==> config.mk <==
export PLATFORM = sky130hd
export DESIGN_NAME = rss_sequencer
export DESIGN_NICKNAME = d
export VERILOG_FILES = /design/src/rss_pkg.sv /design/src/rss_sequencer.sv /design/src/rss_low_filter.sv
export VERILOG_INCLUDE_DIRS = /design/src
export SDC_FILE = /design/constraint.sdc
export NUM_CORES = 1
export LEC_CHECK = 0
export BUFFER_PORTS_ARGS = -buffer_cell sky130_fd_sc_hd__buf_2
export CORE_MARGIN = 2
export CORE_UTILIZATION = 25
export CTS_CLUSTER_DIAMETER = 60
export DETAILED_ROUTE_END_ITERATION = 6
export GPL_TIMING_DRIVEN = 1
export PLACE_DENSITY_LB_ADDON = 0.25
export SLEW_MARGIN = 5
export SYNTH_ARGS = -nofsm -noshare
export SYNTH_HDL_FRONTEND = slang
export SYNTH_SLANG_ARGS = --single-unit
==> constraint.sdc <==
create_clock -name mclk -period 5.3 [get_ports mclk]
set_clock_uncertainty 0.15 [all_clocks]
set_input_delay 0.53 -clock mclk [delete_from_list [all_inputs] [get_ports mclk]]
set_output_delay 0.53 -clock mclk [all_outputs]
set_load 0.03 [all_outputs]
==> src/rss_cfg.svh <==
// Offsets, field positions, reset values and timing figures of the reset sequencer
`ifndef RSS_CFG_SVH
`define RSS_CFG_SVH

`define RSS_SOFT_RESET_KEY_OFFSET 8'h6C
`define RSS_SYSTEM_STATUS_OFFSET 8'h74
`define RSS_IRQ_STATUS_OFFSET 8'h78
`define RSS_IRQ_MASK_OFFSET 8'h7C

`define RSS_SOFT_RESET_KEY 32'h4572BEAF

`define RSS_CAUSE_MSB 22
`define RSS_CAUSE_LSB 20
`define RSS_STS_IN_RESET 0
`define RSS_STS_RAM_OK 1
`define RSS_STS_RAM_ERR 2
`define RSS_STS_SPI_MODE 3

`define RSS_IRQ_POR 0
`define RSS_IRQ_EXT 1
`define RSS_IRQ_RX 2
`define RSS_IRQ_SW 3
`define RSS_IRQ_RAM_ERR 4
`define RSS_IRQ_RAM_OK 5
`define RSS_IRQ_W 6

`define RSS_IRQ_MASK_RESET 6'h00
`define RSS_CAUSE_RESET 3'h1

`define RSS_MCLK_KHZ 25000
`define RSS_LFRC_KHZ 32
`define RSS_POR_RELEASE_US 500
`define RSS_PIN_RELEASE_US 900
`define RSS_SW_RELEASE_US 650
`define RSS_RAM_CHECK_US 1250
`define RSS_EXT_HOLD_US 2000
`define RSS_RX_LOW_TICKS 2122
`define RSS_SPI_CLK_MIN_HZ 50

`endif

==> src/rss_pkg.sv <==
// Types shared by the reset sequencer files
package rss_pkg;

  typedef enum logic [2:0] {
    CAUSE_POR = 3'h1,
    CAUSE_EXT = 3'h2,
    CAUSE_RX = 3'h3,
    CAUSE_SW = 3'h4
  } rss_cause_t;

  typedef enum logic [3:0] {
    ST_HOLD = 4'h1,
    ST_DELAY = 4'h2,
    ST_CHECK = 4'h4,
    ST_RUN = 4'h8
  } rss_state_t;

  typedef struct packed {
    logic ramOk;
    logic ramErr;
    logic sw;
    logic rx;
    logic ext;
    logic por;
  } rss_events_t;

endpackage : rss_pkg

==> src/rss_sequencer.sv <==
// Reset source sequencer with AXI4-Lite register slave
//
// Our own choice: the AXI4-Lite slave port.
`timescale 1ns/1ps
`include "rss_cfg.svh"

// Summary of operation
// - The latest reset cause is kept in status bits 22:20 as 1 POR, 2 pin, 3 serial line, 4 software.
// - Reset is held while the core supply is below threshold and released 500 us after it rises.
// - The external reset pin must stay low at least 2 ms before reset is entered.
// - After the pin or serial-line condition returns high, reset ends 900 us later.
// - In UART mode the receive line low for 2122 slow RC periods enters reset.
// - In SPI mode data and chip select low for 2122 slow periods with a clock over 50 Hz enters reset.
// - The serial-line detection condition follows the current communication mode.
// - Writing the 32-bit key to the write-only soft reset register resets the system.
// - A software reset ends 650 us after it is triggered.
// - On leaving reset a 1.25 ms RAM check runs and RAM opens only if it finds no error.
// - The host serial interface is idle in reset and starts as soon as reset ends.
// - A 32 kHz slow RC tick times the serial-line filter and the SPI clock window; the reset pin filter counts mclk cycles.
// - Every reset returns communication to UART mode; SPI needs a fresh host init.
module rss_sequencer
  import rss_pkg::*;
#(
  parameter int ADDR_W = 8,
  parameter int DLY_W = 20,
  parameter int POR_CYCLES = `RSS_POR_RELEASE_US * `RSS_MCLK_KHZ / 1000,
  parameter int PIN_CYCLES = `RSS_PIN_RELEASE_US * `RSS_MCLK_KHZ / 1000,
  parameter int SW_CYCLES = `RSS_SW_RELEASE_US * `RSS_MCLK_KHZ / 1000,
  parameter int RAM_CYCLES = `RSS_RAM_CHECK_US * `RSS_MCLK_KHZ / 1000,
  parameter int EXT_HOLD_CYCLES = (`RSS_EXT_HOLD_US * `RSS_MCLK_KHZ + 999) / 1000,
  parameter int LF_DIV = `RSS_MCLK_KHZ / `RSS_LFRC_KHZ,
  parameter int RX_LOW_TICKS = `RSS_RX_LOW_TICKS,
  parameter int SPI_CLK_WINDOW = `RSS_LFRC_KHZ * 1000 / `RSS_SPI_CLK_MIN_HZ
) (
  // Clock and reset
  input wire logic mclk,
  input wire logic arst_n,
  // AXI4-Lite write
  input wire logic [ADDR_W-1:0] s_axi_awaddr,
  input wire logic s_axi_awvalid,
  output logic s_axi_awready,
  input wire logic [31:0] s_axi_wdata,
  input wire logic [3:0] s_axi_wstrb,
  input wire logic s_axi_wvalid,
  output logic s_axi_wready,
  output logic [1:0] s_axi_bresp,
  output logic s_axi_bvalid,
  input wire logic s_axi_bready,
  // AXI4-Lite read
  input wire logic [ADDR_W-1:0] s_axi_araddr,
  input wire logic s_axi_arvalid,
  output logic s_axi_arready,
  output logic [31:0] s_axi_rdata,
  output logic [1:0] s_axi_rresp,
  output logic s_axi_rvalid,
  input wire logic s_axi_rready,
  // Reset sources and pins
  input wire logic supplyAboveThreshold,
  input wire logic externalResetPinN,
  input wire logic rxPin,
  input wire logic addr1ChipSelectPin,
  input wire logic addr0SerialClockPin,
  // Serial interface and RAM check
  input wire logic spiInitDone,
  input wire logic ramCheckError,
  // Chip control
  output logic chipResetN,
  output logic serialIfEnable,
  output logic ramAccessEnable,
  output logic ramSelfCheckRun,
  output logic commModeSpi,
  output logic irq
);

  localparam logic [1:0] RESP_OKAY = 2'h0;
  localparam logic [1:0] RESP_SLVERR = 2'h2;

  //----------------------------------------------------------------
  // Slow RC tick and pin conditions
  //----------------------------------------------------------------
  logic [15:0] lfCnt;
  logic [15:0] next_lfCnt;
  logic lfTick;
  logic next_lfTick;
  logic sclkQ;
  logic [15:0] sclkIdle;
  logic [15:0] next_sclkIdle;
  logic sclkActive;
  logic rxCond;
  logic extExpired;
  logic rxExpired;

  always_comb begin
    next_lfTick = (lfCnt == 16'(LF_DIV - 1));
    next_lfCnt = next_lfTick ? 16'h0000 : lfCnt + 16'h0001;
    next_sclkIdle = sclkIdle;
    if (addr0SerialClockPin != sclkQ) begin
      next_sclkIdle = 16'h0000;
    end else if (lfTick && (sclkIdle < 16'(SPI_CLK_WINDOW))) begin
      next_sclkIdle = sclkIdle + 16'h0001;
    end
  end

  always_ff @(posedge mclk or negedge arst_n) begin
    if (!arst_n) begin
      lfCnt <= 16'h0000;
      lfTick <= 1'b0;
      sclkQ <= 1'b0;
      sclkIdle <= 16'hFFFF;
    end else begin
      lfCnt <= next_lfCnt;
      lfTick <= next_lfTick;
      sclkQ <= addr0SerialClockPin;
      sclkIdle <= next_sclkIdle;
    end
  end

  // Clock counts as toggling when an edge came within one 50 Hz period
  assign sclkActive = (sclkIdle < 16'(SPI_CLK_WINDOW));
  // Detection condition chosen by communication mode
  assign rxCond = commModeSpi ? (!rxPin && !addr1ChipSelectPin && sclkActive)
                              : !rxPin;

  rss_low_filter #(.COUNT(EXT_HOLD_CYCLES), .W(DLY_W)) u_ext_filter (
    .mclk(mclk),
    .arst_n(arst_n),
    .tick(1'b1),
    .active(!externalResetPinN),
    .expired(extExpired)
  );

  rss_low_filter #(.COUNT(RX_LOW_TICKS), .W(16)) u_rx_filter (
    .mclk(mclk),
    .arst_n(arst_n),
    .tick(lfTick),
    .active(rxCond),
    .expired(rxExpired)
  );

  //----------------------------------------------------------------
  // AXI4-Lite slave
  //----------------------------------------------------------------
  logic awHeld;
  logic wHeld;
  logic [ADDR_W-1:0] awAddrQ;
  logic [31:0] wDataQ;
  logic [3:0] wStrbQ;
  logic next_awHeld;
  logic next_wHeld;
  logic [ADDR_W-1:0] next_awAddrQ;
  logic [31:0] next_wDataQ;
  logic [3:0] next_wStrbQ;
  logic next_awready;
  logic next_wready;
  logic next_bvalid;
  logic [1:0] next_bresp;
  logic next_arready;
  logic next_rvalid;
  logic [1:0] next_rresp;
  logic [31:0] next_rdata;
  logic doWrite;
  logic keyHit;
  logic [`RSS_IRQ_W-1:0] w1cBits;
  logic maskWrite;
  logic [`RSS_IRQ_W-1:0] irqStatus;
  logic [`RSS_IRQ_W-1:0] irqMask;
  logic [31:0] statusWord;
  rss_cause_t cause;
  logic ramOk;
  logic ramErr;

  always_comb begin
    statusWord = 32'h0000_0000;
    statusWord[`RSS_CAUSE_MSB:`RSS_CAUSE_LSB] = cause;
    statusWord[`RSS_STS_IN_RESET] = !chipResetN;
    statusWord[`RSS_STS_RAM_OK] = ramOk;
    statusWord[`RSS_STS_RAM_ERR] = ramErr;
    statusWord[`RSS_STS_SPI_MODE] = commModeSpi;
  end

  always_comb begin
    next_awHeld = awHeld || (s_axi_awvalid && s_axi_awready);
    next_wHeld = wHeld || (s_axi_wvalid && s_axi_wready);
    next_awAddrQ = (s_axi_awvalid && s_axi_awready) ? s_axi_awaddr : awAddrQ;
    next_wDataQ = (s_axi_wvalid && s_axi_wready) ? s_axi_wdata : wDataQ;
    next_wStrbQ = (s_axi_wvalid && s_axi_wready) ? s_axi_wstrb : wStrbQ;
    next_bvalid = s_axi_bvalid && !s_axi_bready;
    next_bresp = s_axi_bresp;
    doWrite = awHeld && wHeld && !s_axi_bvalid;
    keyHit = 1'b0;
    w1cBits = '0;
    maskWrite = 1'b0;
    if (doWrite) begin
      next_awHeld = 1'b0;
      next_wHeld = 1'b0;
      next_bvalid = 1'b1;
      next_bresp = RESP_OKAY;
      if (awAddrQ == ADDR_W'(`RSS_SOFT_RESET_KEY_OFFSET)) begin
        keyHit = (wDataQ == `RSS_SOFT_RESET_KEY) && (wStrbQ == 4'hF);
      end else if (awAddrQ == ADDR_W'(`RSS_IRQ_STATUS_OFFSET)) begin
        w1cBits = wStrbQ[0] ? wDataQ[`RSS_IRQ_W-1:0] : '0;
      end else if (awAddrQ == ADDR_W'(`RSS_IRQ_MASK_OFFSET)) begin
        maskWrite = wStrbQ[0];
      end else if (awAddrQ != ADDR_W'(`RSS_SYSTEM_STATUS_OFFSET)) begin
        next_bresp = RESP_SLVERR;
      end
    end
    next_awready = !next_awHeld;
    next_wready = !next_wHeld;

    next_rvalid = s_axi_rvalid && !s_axi_rready;
    next_rdata = s_axi_rdata;
    next_rresp = s_axi_rresp;
    if (s_axi_arvalid && s_axi_arready) begin
      next_rvalid = 1'b1;
      next_rresp = RESP_OKAY;
      next_rdata = 32'h0000_0000;
      if (s_axi_araddr == ADDR_W'(`RSS_SYSTEM_STATUS_OFFSET)) begin
        next_rdata = statusWord;
      end else if (s_axi_araddr == ADDR_W'(`RSS_IRQ_STATUS_OFFSET)) begin
        next_rdata[`RSS_IRQ_W-1:0] = irqStatus;
      end else if (s_axi_araddr == ADDR_W'(`RSS_IRQ_MASK_OFFSET)) begin
        next_rdata[`RSS_IRQ_W-1:0] = irqMask;
      end else if (s_axi_araddr != ADDR_W'(`RSS_SOFT_RESET_KEY_OFFSET)) begin
        next_rresp = RESP_SLVERR;
      end
    end
    next_arready = !next_rvalid;
  end

  always_ff @(posedge mclk or negedge arst_n) begin
    if (!arst_n) begin
      awHeld <= 1'b0;
      wHeld <= 1'b0;
      awAddrQ <= '0;
      wDataQ <= 32'h0000_0000;
      wStrbQ <= 4'h0;
      s_axi_awready <= 1'b0;
      s_axi_wready <= 1'b0;
      s_axi_bvalid <= 1'b0;
      s_axi_bresp <= RESP_OKAY;
      s_axi_arready <= 1'b0;
      s_axi_rvalid <= 1'b0;
      s_axi_rresp <= RESP_OKAY;
      s_axi_rdata <= 32'h0000_0000;
    end else begin
      awHeld <= next_awHeld;
      wHeld <= next_wHeld;
      awAddrQ <= next_awAddrQ;
      wDataQ <= next_wDataQ;
      wStrbQ <= next_wStrbQ;
      s_axi_awready <= next_awready;
      s_axi_wready <= next_wready;
      s_axi_bvalid <= next_bvalid;
      s_axi_bresp <= next_bresp;
      s_axi_arready <= next_arready;
      s_axi_rvalid <= next_rvalid;
      s_axi_rresp <= next_rresp;
      s_axi_rdata <= next_rdata;
    end
  end

  //----------------------------------------------------------------
  // Reset sequence
  //----------------------------------------------------------------
  rss_state_t state;
  rss_state_t next_state;
  rss_cause_t next_cause;
  logic [DLY_W-1:0] dlyCnt;
  logic [DLY_W-1:0] next_dlyCnt;
  logic next_ramOk;
  logic next_ramErr;
  logic next_spiMode;
  rss_events_t evt;

  always_comb begin
    next_state = state;
    next_cause = cause;
    next_dlyCnt = dlyCnt;
    next_ramOk = ramOk;
    next_ramErr = ramErr;
    next_spiMode = commModeSpi;
    evt = '0;
    if (!supplyAboveThreshold) begin
      next_state = ST_HOLD;
      next_cause = CAUSE_POR;
      evt.por = !((state == ST_HOLD) && (cause == CAUSE_POR));
    end else begin
      case (state)
        ST_HOLD: begin
          if (cause == CAUSE_POR) begin
            next_state = ST_DELAY;
            next_dlyCnt = DLY_W'(POR_CYCLES);
          end else if ((cause == CAUSE_EXT) && externalResetPinN) begin
            next_state = ST_DELAY;
            next_dlyCnt = DLY_W'(PIN_CYCLES);
          end else if ((cause == CAUSE_RX) && rxPin) begin
            next_state = ST_DELAY;
            next_dlyCnt = DLY_W'(PIN_CYCLES);
          end
        end
        default: begin
          if (extExpired) begin
            next_state = ST_HOLD;
            next_cause = CAUSE_EXT;
            evt.ext = 1'b1;
          end else if (rxExpired) begin
            next_state = ST_HOLD;
            next_cause = CAUSE_RX;
            evt.rx = 1'b1;
          end else if (keyHit) begin
            next_state = ST_DELAY;
            next_cause = CAUSE_SW;
            next_dlyCnt = DLY_W'(SW_CYCLES);
            evt.sw = 1'b1;
          end else if (state == ST_DELAY) begin
            next_dlyCnt = dlyCnt - DLY_W'(1);
            if (dlyCnt <= DLY_W'(1)) begin
              next_state = ST_CHECK;
              next_dlyCnt = DLY_W'(RAM_CYCLES);
            end
          end else if (state == ST_CHECK) begin
            next_dlyCnt = dlyCnt - DLY_W'(1);
            next_ramErr = ramErr || ramCheckError;
            if (dlyCnt <= DLY_W'(1)) begin
              next_state = ST_RUN;
              next_ramOk = !next_ramErr;
              evt.ramErr = next_ramErr;
              evt.ramOk = !next_ramErr;
            end
          end else if (spiInitDone) begin
            next_spiMode = 1'b1;
          end
        end
      endcase
    end
    if (evt.por || evt.ext || evt.rx || evt.sw) begin
      next_spiMode = 1'b0;
      next_ramOk = 1'b0;
      next_ramErr = 1'b0;
    end
  end

  //----------------------------------------------------------------
  // Interrupt status and mask
  //----------------------------------------------------------------
  logic [`RSS_IRQ_W-1:0] next_irqStatus;
  logic [`RSS_IRQ_W-1:0] next_irqMask;
  logic next_irq;

  always_comb begin
    // Set wins over a simultaneous write-one-to-clear
    next_irqStatus = (irqStatus & ~w1cBits) | evt;
    next_irqMask = maskWrite ? wDataQ[`RSS_IRQ_W-1:0] : irqMask;
    next_irq = |(next_irqStatus & next_irqMask);
  end

  always_ff @(posedge mclk or negedge arst_n) begin
    if (!arst_n) begin
      state <= ST_HOLD;
      cause <= CAUSE_POR;
      dlyCnt <= '0;
      ramOk <= 1'b0;
      ramErr <= 1'b0;
      commModeSpi <= 1'b0;
      chipResetN <= 1'b0;
      serialIfEnable <= 1'b0;
      ramAccessEnable <= 1'b0;
      ramSelfCheckRun <= 1'b0;
      irqStatus <= '0;
      irqMask <= `RSS_IRQ_MASK_RESET;
      irq <= 1'b0;
    end else begin
      state <= next_state;
      cause <= next_cause;
      dlyCnt <= next_dlyCnt;
      ramOk <= next_ramOk;
      ramErr <= next_ramErr;
      commModeSpi <= next_spiMode;
      chipResetN <= (next_state == ST_CHECK) || (next_state == ST_RUN);
      serialIfEnable <= (next_state == ST_CHECK) || (next_state == ST_RUN);
      ramAccessEnable <= (next_state == ST_RUN) && next_ramOk;
      ramSelfCheckRun <= (next_state == ST_CHECK);
      irqStatus <= next_irqStatus;
      irqMask <= next_irqMask;
      irq <= next_irq;
    end
  end

endmodule : rss_sequencer

==> src/rss_low_filter.sv <==
// Counts enabled ticks while a condition stays active and flags when the count is reached
`timescale 1ns/1ps
module rss_low_filter #(
  parameter int COUNT = 2122,
  parameter int W = 16
) (
  // Clock and reset
  input wire logic mclk,
  input wire logic arst_n,
  // Condition
  input wire logic tick,
  input wire logic active,
  output logic expired
);

  logic [W-1:0] cnt;
  logic [W-1:0] next_cnt;
  logic next_expired;

  always_comb begin
    next_cnt = cnt;
    if (!active) begin
      next_cnt = '0;
    end else if (tick && (cnt < W'(COUNT))) begin
      next_cnt = cnt + W'(1);
    end
    next_expired = active && (next_cnt >= W'(COUNT));
  end

  always_ff @(posedge mclk or negedge arst_n) begin
    if (!arst_n) begin
      cnt <= '0;
      expired <= 1'b0;
    end else begin
      cnt <= next_cnt;
      expired <= next_expired;
    end
  end

endmodule : rss_low_filter

==> impl_metrics.csv <==
group,metric,value,unit
yosys,synth_top_cell_by_area,"dfrtp_1",
die,start_util,0.2540,
yosys,synth.area.mux_share,0.07099,
die,ios,113,
timing,setup_viol,0,
yosys,synth-simple-area-share,0.2071,
setup_path,critPathKind,"register to register",
global_route,grt_pass1_vias,6260,
cells_and_area,layout.nets,1009,
power,p_leak,4.439,nW
timing,fin_crit_sh,0.5651,
timing,tightest_slew,0.9337,ns
place,placed_cells,1372,
timing,finalSetupTns,0,ns
global_route,track_usage,0.1179,
cts,clkSlewWorstSetupHoldPaths,0.07,ns
yosys,synth.distinct_cells,70,
status,status,"complete, no violations",
die,core_area,34630,µm²
cts,numCtsBuffers,17,
job,maxCapViolations,0,
place,dp_hpwl,15.22,mm
yosys,synth_adder_area_share,0.01110,
cts,cts-resized-gates,0,
place,postPlaceCellArea,9646,µm²
yosys,post_synth_xor_area_fraction,0.04183,
cells_and_area,final_cell_mix,"dfrtp_1, buf_2, nor2_1",
timing,hold_viol,0,
yosys,ys_top_cells_by_area,"dfrtp_1, mux2_2, dfstp_2",
yosys,yosysWarnings,0,
route,routed_wl,20.95,mm
global_route,overflow,0,
yosys,async_reset_ff_frac,1.000,
route,wl_per_cell,14.92,µm
cts,clk_latency,0.44,ns
cells_and_area,final_cells,1404,
timing,final_max_slew_viol_count,0,
cells_and_area,seq_area,4527,µm²
yosys,synth_compound_gate_area_share,0.1084,
global_route,grt_pass1_wl,33.82,mm
cts,h-tree-depth,4,
setup_path,path_max_fanout,14,
yosys,synth_top_area_frac,0.4609,
cts,cts_sinks,180,
yosys,synth_ff_type,"dfrtp_1",
power,total_power,3.888,mW
place,dp_slack,2.319,ns
timing,slew_headroom,0.3775,
yosys,synth_area,8795,µm²
power,power_density,377.9,nW/µm²
cts,tritoncts,"built",
cells_and_area,area.growth.synth_to_final,16.97,%
yosys,synth.avg_cell_area,10.32,µm²
cells_and_area,final_area,10290,µm²
route,drt.antenna.violating_nets,0,
worst_hold_path,worstHoldPathType,"input pin to async pin",
cts,post_cts_buffers,0,
timing,max_freq,333.9,MHz
cts,root_buffer,"clkbuf_16",
global_route,grt_antenna_before_repair,0,
yosys,synth_edf_count,0,
setup_path,cp_cell_sequence,"nand3b_1 -> nor4_4 -> nor4b_4 -> nor2_2 -> a31oi_4 -> a21boi_0 -> a21o_1",
route,vias_per_cell,4.607,
cells_and_area,layout_commonest_cell,"dfrtp_1",
setup_path,crit_path_top_delay_cell,"nor4b_4",
setup_path,arrival,3.17,ns
place,gp_congestion,0.7897,
yosys,synth_top_family_by_area,"simple AND/OR/NAND/NOR gates",
route,initialDrtViolationCount,324,
route,first_pass_iters,5,
setup_path,cp-end-kind,"register",
cells_and_area,drive_gt1_frac,0.2213,
cts,cts_hold_buf,0,
die,fp.dieH,191.6,µm
route,num_vias,6468,
cts,ctsLongestPathBuffers,2,
die,dieArea,36700,µm²
timing,fin_ws,2.305,ns
power,vdd_drop_max,0.2188,mV
cells_and_area,diodes,0,
setup_path,r2r_cells,7,
yosys,synth_seq_cells,180,
timing,period_needed,2.995,ns
die,die_width,191.6,µm
timing,rsz0062_at_grt,"no",
yosys,syn_inst,852,
setup_path,required,5.47,ns
global_route,grt_start_max_net_pins,113,
route,drcViolationCount,0,
cells_and_area,fillers,3597,
setup_path,critPathMaxStageDelay,0.73,ns
die,rows,68,
setup_path,start_kind,"register",
yosys,seq_area_frac_synth,0.5147,
place,io_buffer_count,87,
cells_and_area,multi_input_area,3966,µm²
-- registers in the layout, indices dropped and copies added, names as in the netlist, 4 cells and up --
signal            cells
irqMask               6
s_axi_rdata           9
u_ext_filter.cnt     20
wDataQ               32
u_rx_filter.cnt      16
wStrbQ                4
awAddrQ               8
sclkIdle             16
lfCnt                16
irqStatus             6
state                 4
dlyCnt               20
-- worst max-delay path: cells and delay by family (launching register included) --
| family | cells | cell delay [ns] |
|---|---|---|
| AO/OA/AOI/OAI | 3 | 0.80 |
| flip-flops | 1 | 0.41 |
| AND/OR/NAND/NOR | 4 | 1.51 |
-- layer usage --
metal,vias to the layer above,track usage,share of wire
li1,3153,-,-
met2,126,0.1884,0.48
met3,21,0.02368,0.033
met1,3168,0.1595,0.48
met4,0,0.03757,0.014
met5,-,0,0
-- Yosys cell counts (22+ instances only) --
library cell,n
clkbuf_1,22
nand3_1,32
buf_4,28
nand2_1,75
inv_1,27
dfrtp_1,162
nor2_1,83
xnor2_1,23
a21oi_1,32
o21ai_0,45
mux2_2,51
-- final cells by class --
class                      instances  share of cell area
sequential                       180              0.4400
multi-input combinational        618              0.3855
tap                              455             0.05534
timing repair buffer              92             0.04683
clock buffer                      17             0.04135
clock inverter                    15             0.02104
inverter                          27            0.009852
-- logic make-up (layout without fill, tap and decap cells) --
| kind of cell | Yosys count | after routing |
|---|---|---|
| AND/OR/NAND/NOR | 339 | 339 |
| multiplexers | 56 | 56 |
| adder cells (fa/ha/maj) | 8 | 8 |
| other | 1 | 25 |
| AO/OA/AOI/OAI | 148 | 148 |
| XOR/XNOR | 42 | 42 |
| buffers and inverters | 78 | 151 |
| flip-flops | 180 | 180 |
-- power breakdown --
group / total [mW] / switching, mW / internal, mW
sequential: 1.81 / 0.190 / 1.62
clock: 1.34 / 0.613 / 0.728
combinational: 0.733 / 0.397 / 0.335
total: 3.89 / 1.20 / 2.69
-- final timing paths --
path / start / to / slack, ns
max in group asynchronous: arst_n / state[0]$_DFF_PN1_ / 3.79
worst min register to register: lfCnt[15]$_DFF_PN0_ / lfCnt[15]$_DFF_PN0_ / 0.32
min in group mclk: addr0SerialClockPin / sclkQ$_DFF_PN0_ / 0.10
worst max register to register: s_axi_bvalid$_DFF_PN0_ / dlyCnt[18]$_DFFE_PN0P_ / 2.30
worst max-delay path: s_axi_bvalid$_DFF_PN0_ / dlyCnt[18]$_DFFE_PN0P_ / 2.30
worst min-delay path: arst_n / s_axi_rvalid$_DFF_PN0_ / 0.05
-- through the flow --
stage / util / hold WS (ns)
5_1_grt: 0.2971 / 0.08918
3_3_place_gp: 0.2785 / 0.3126
4_1_cts: 0.2971 / 0.08345
3_5_place_dp: 0.2785 / 0.3133
2_1_floorplan: - / 0.08441
6_report: 0.2971 / 0.04849
(Power assumes the default switching activity.)
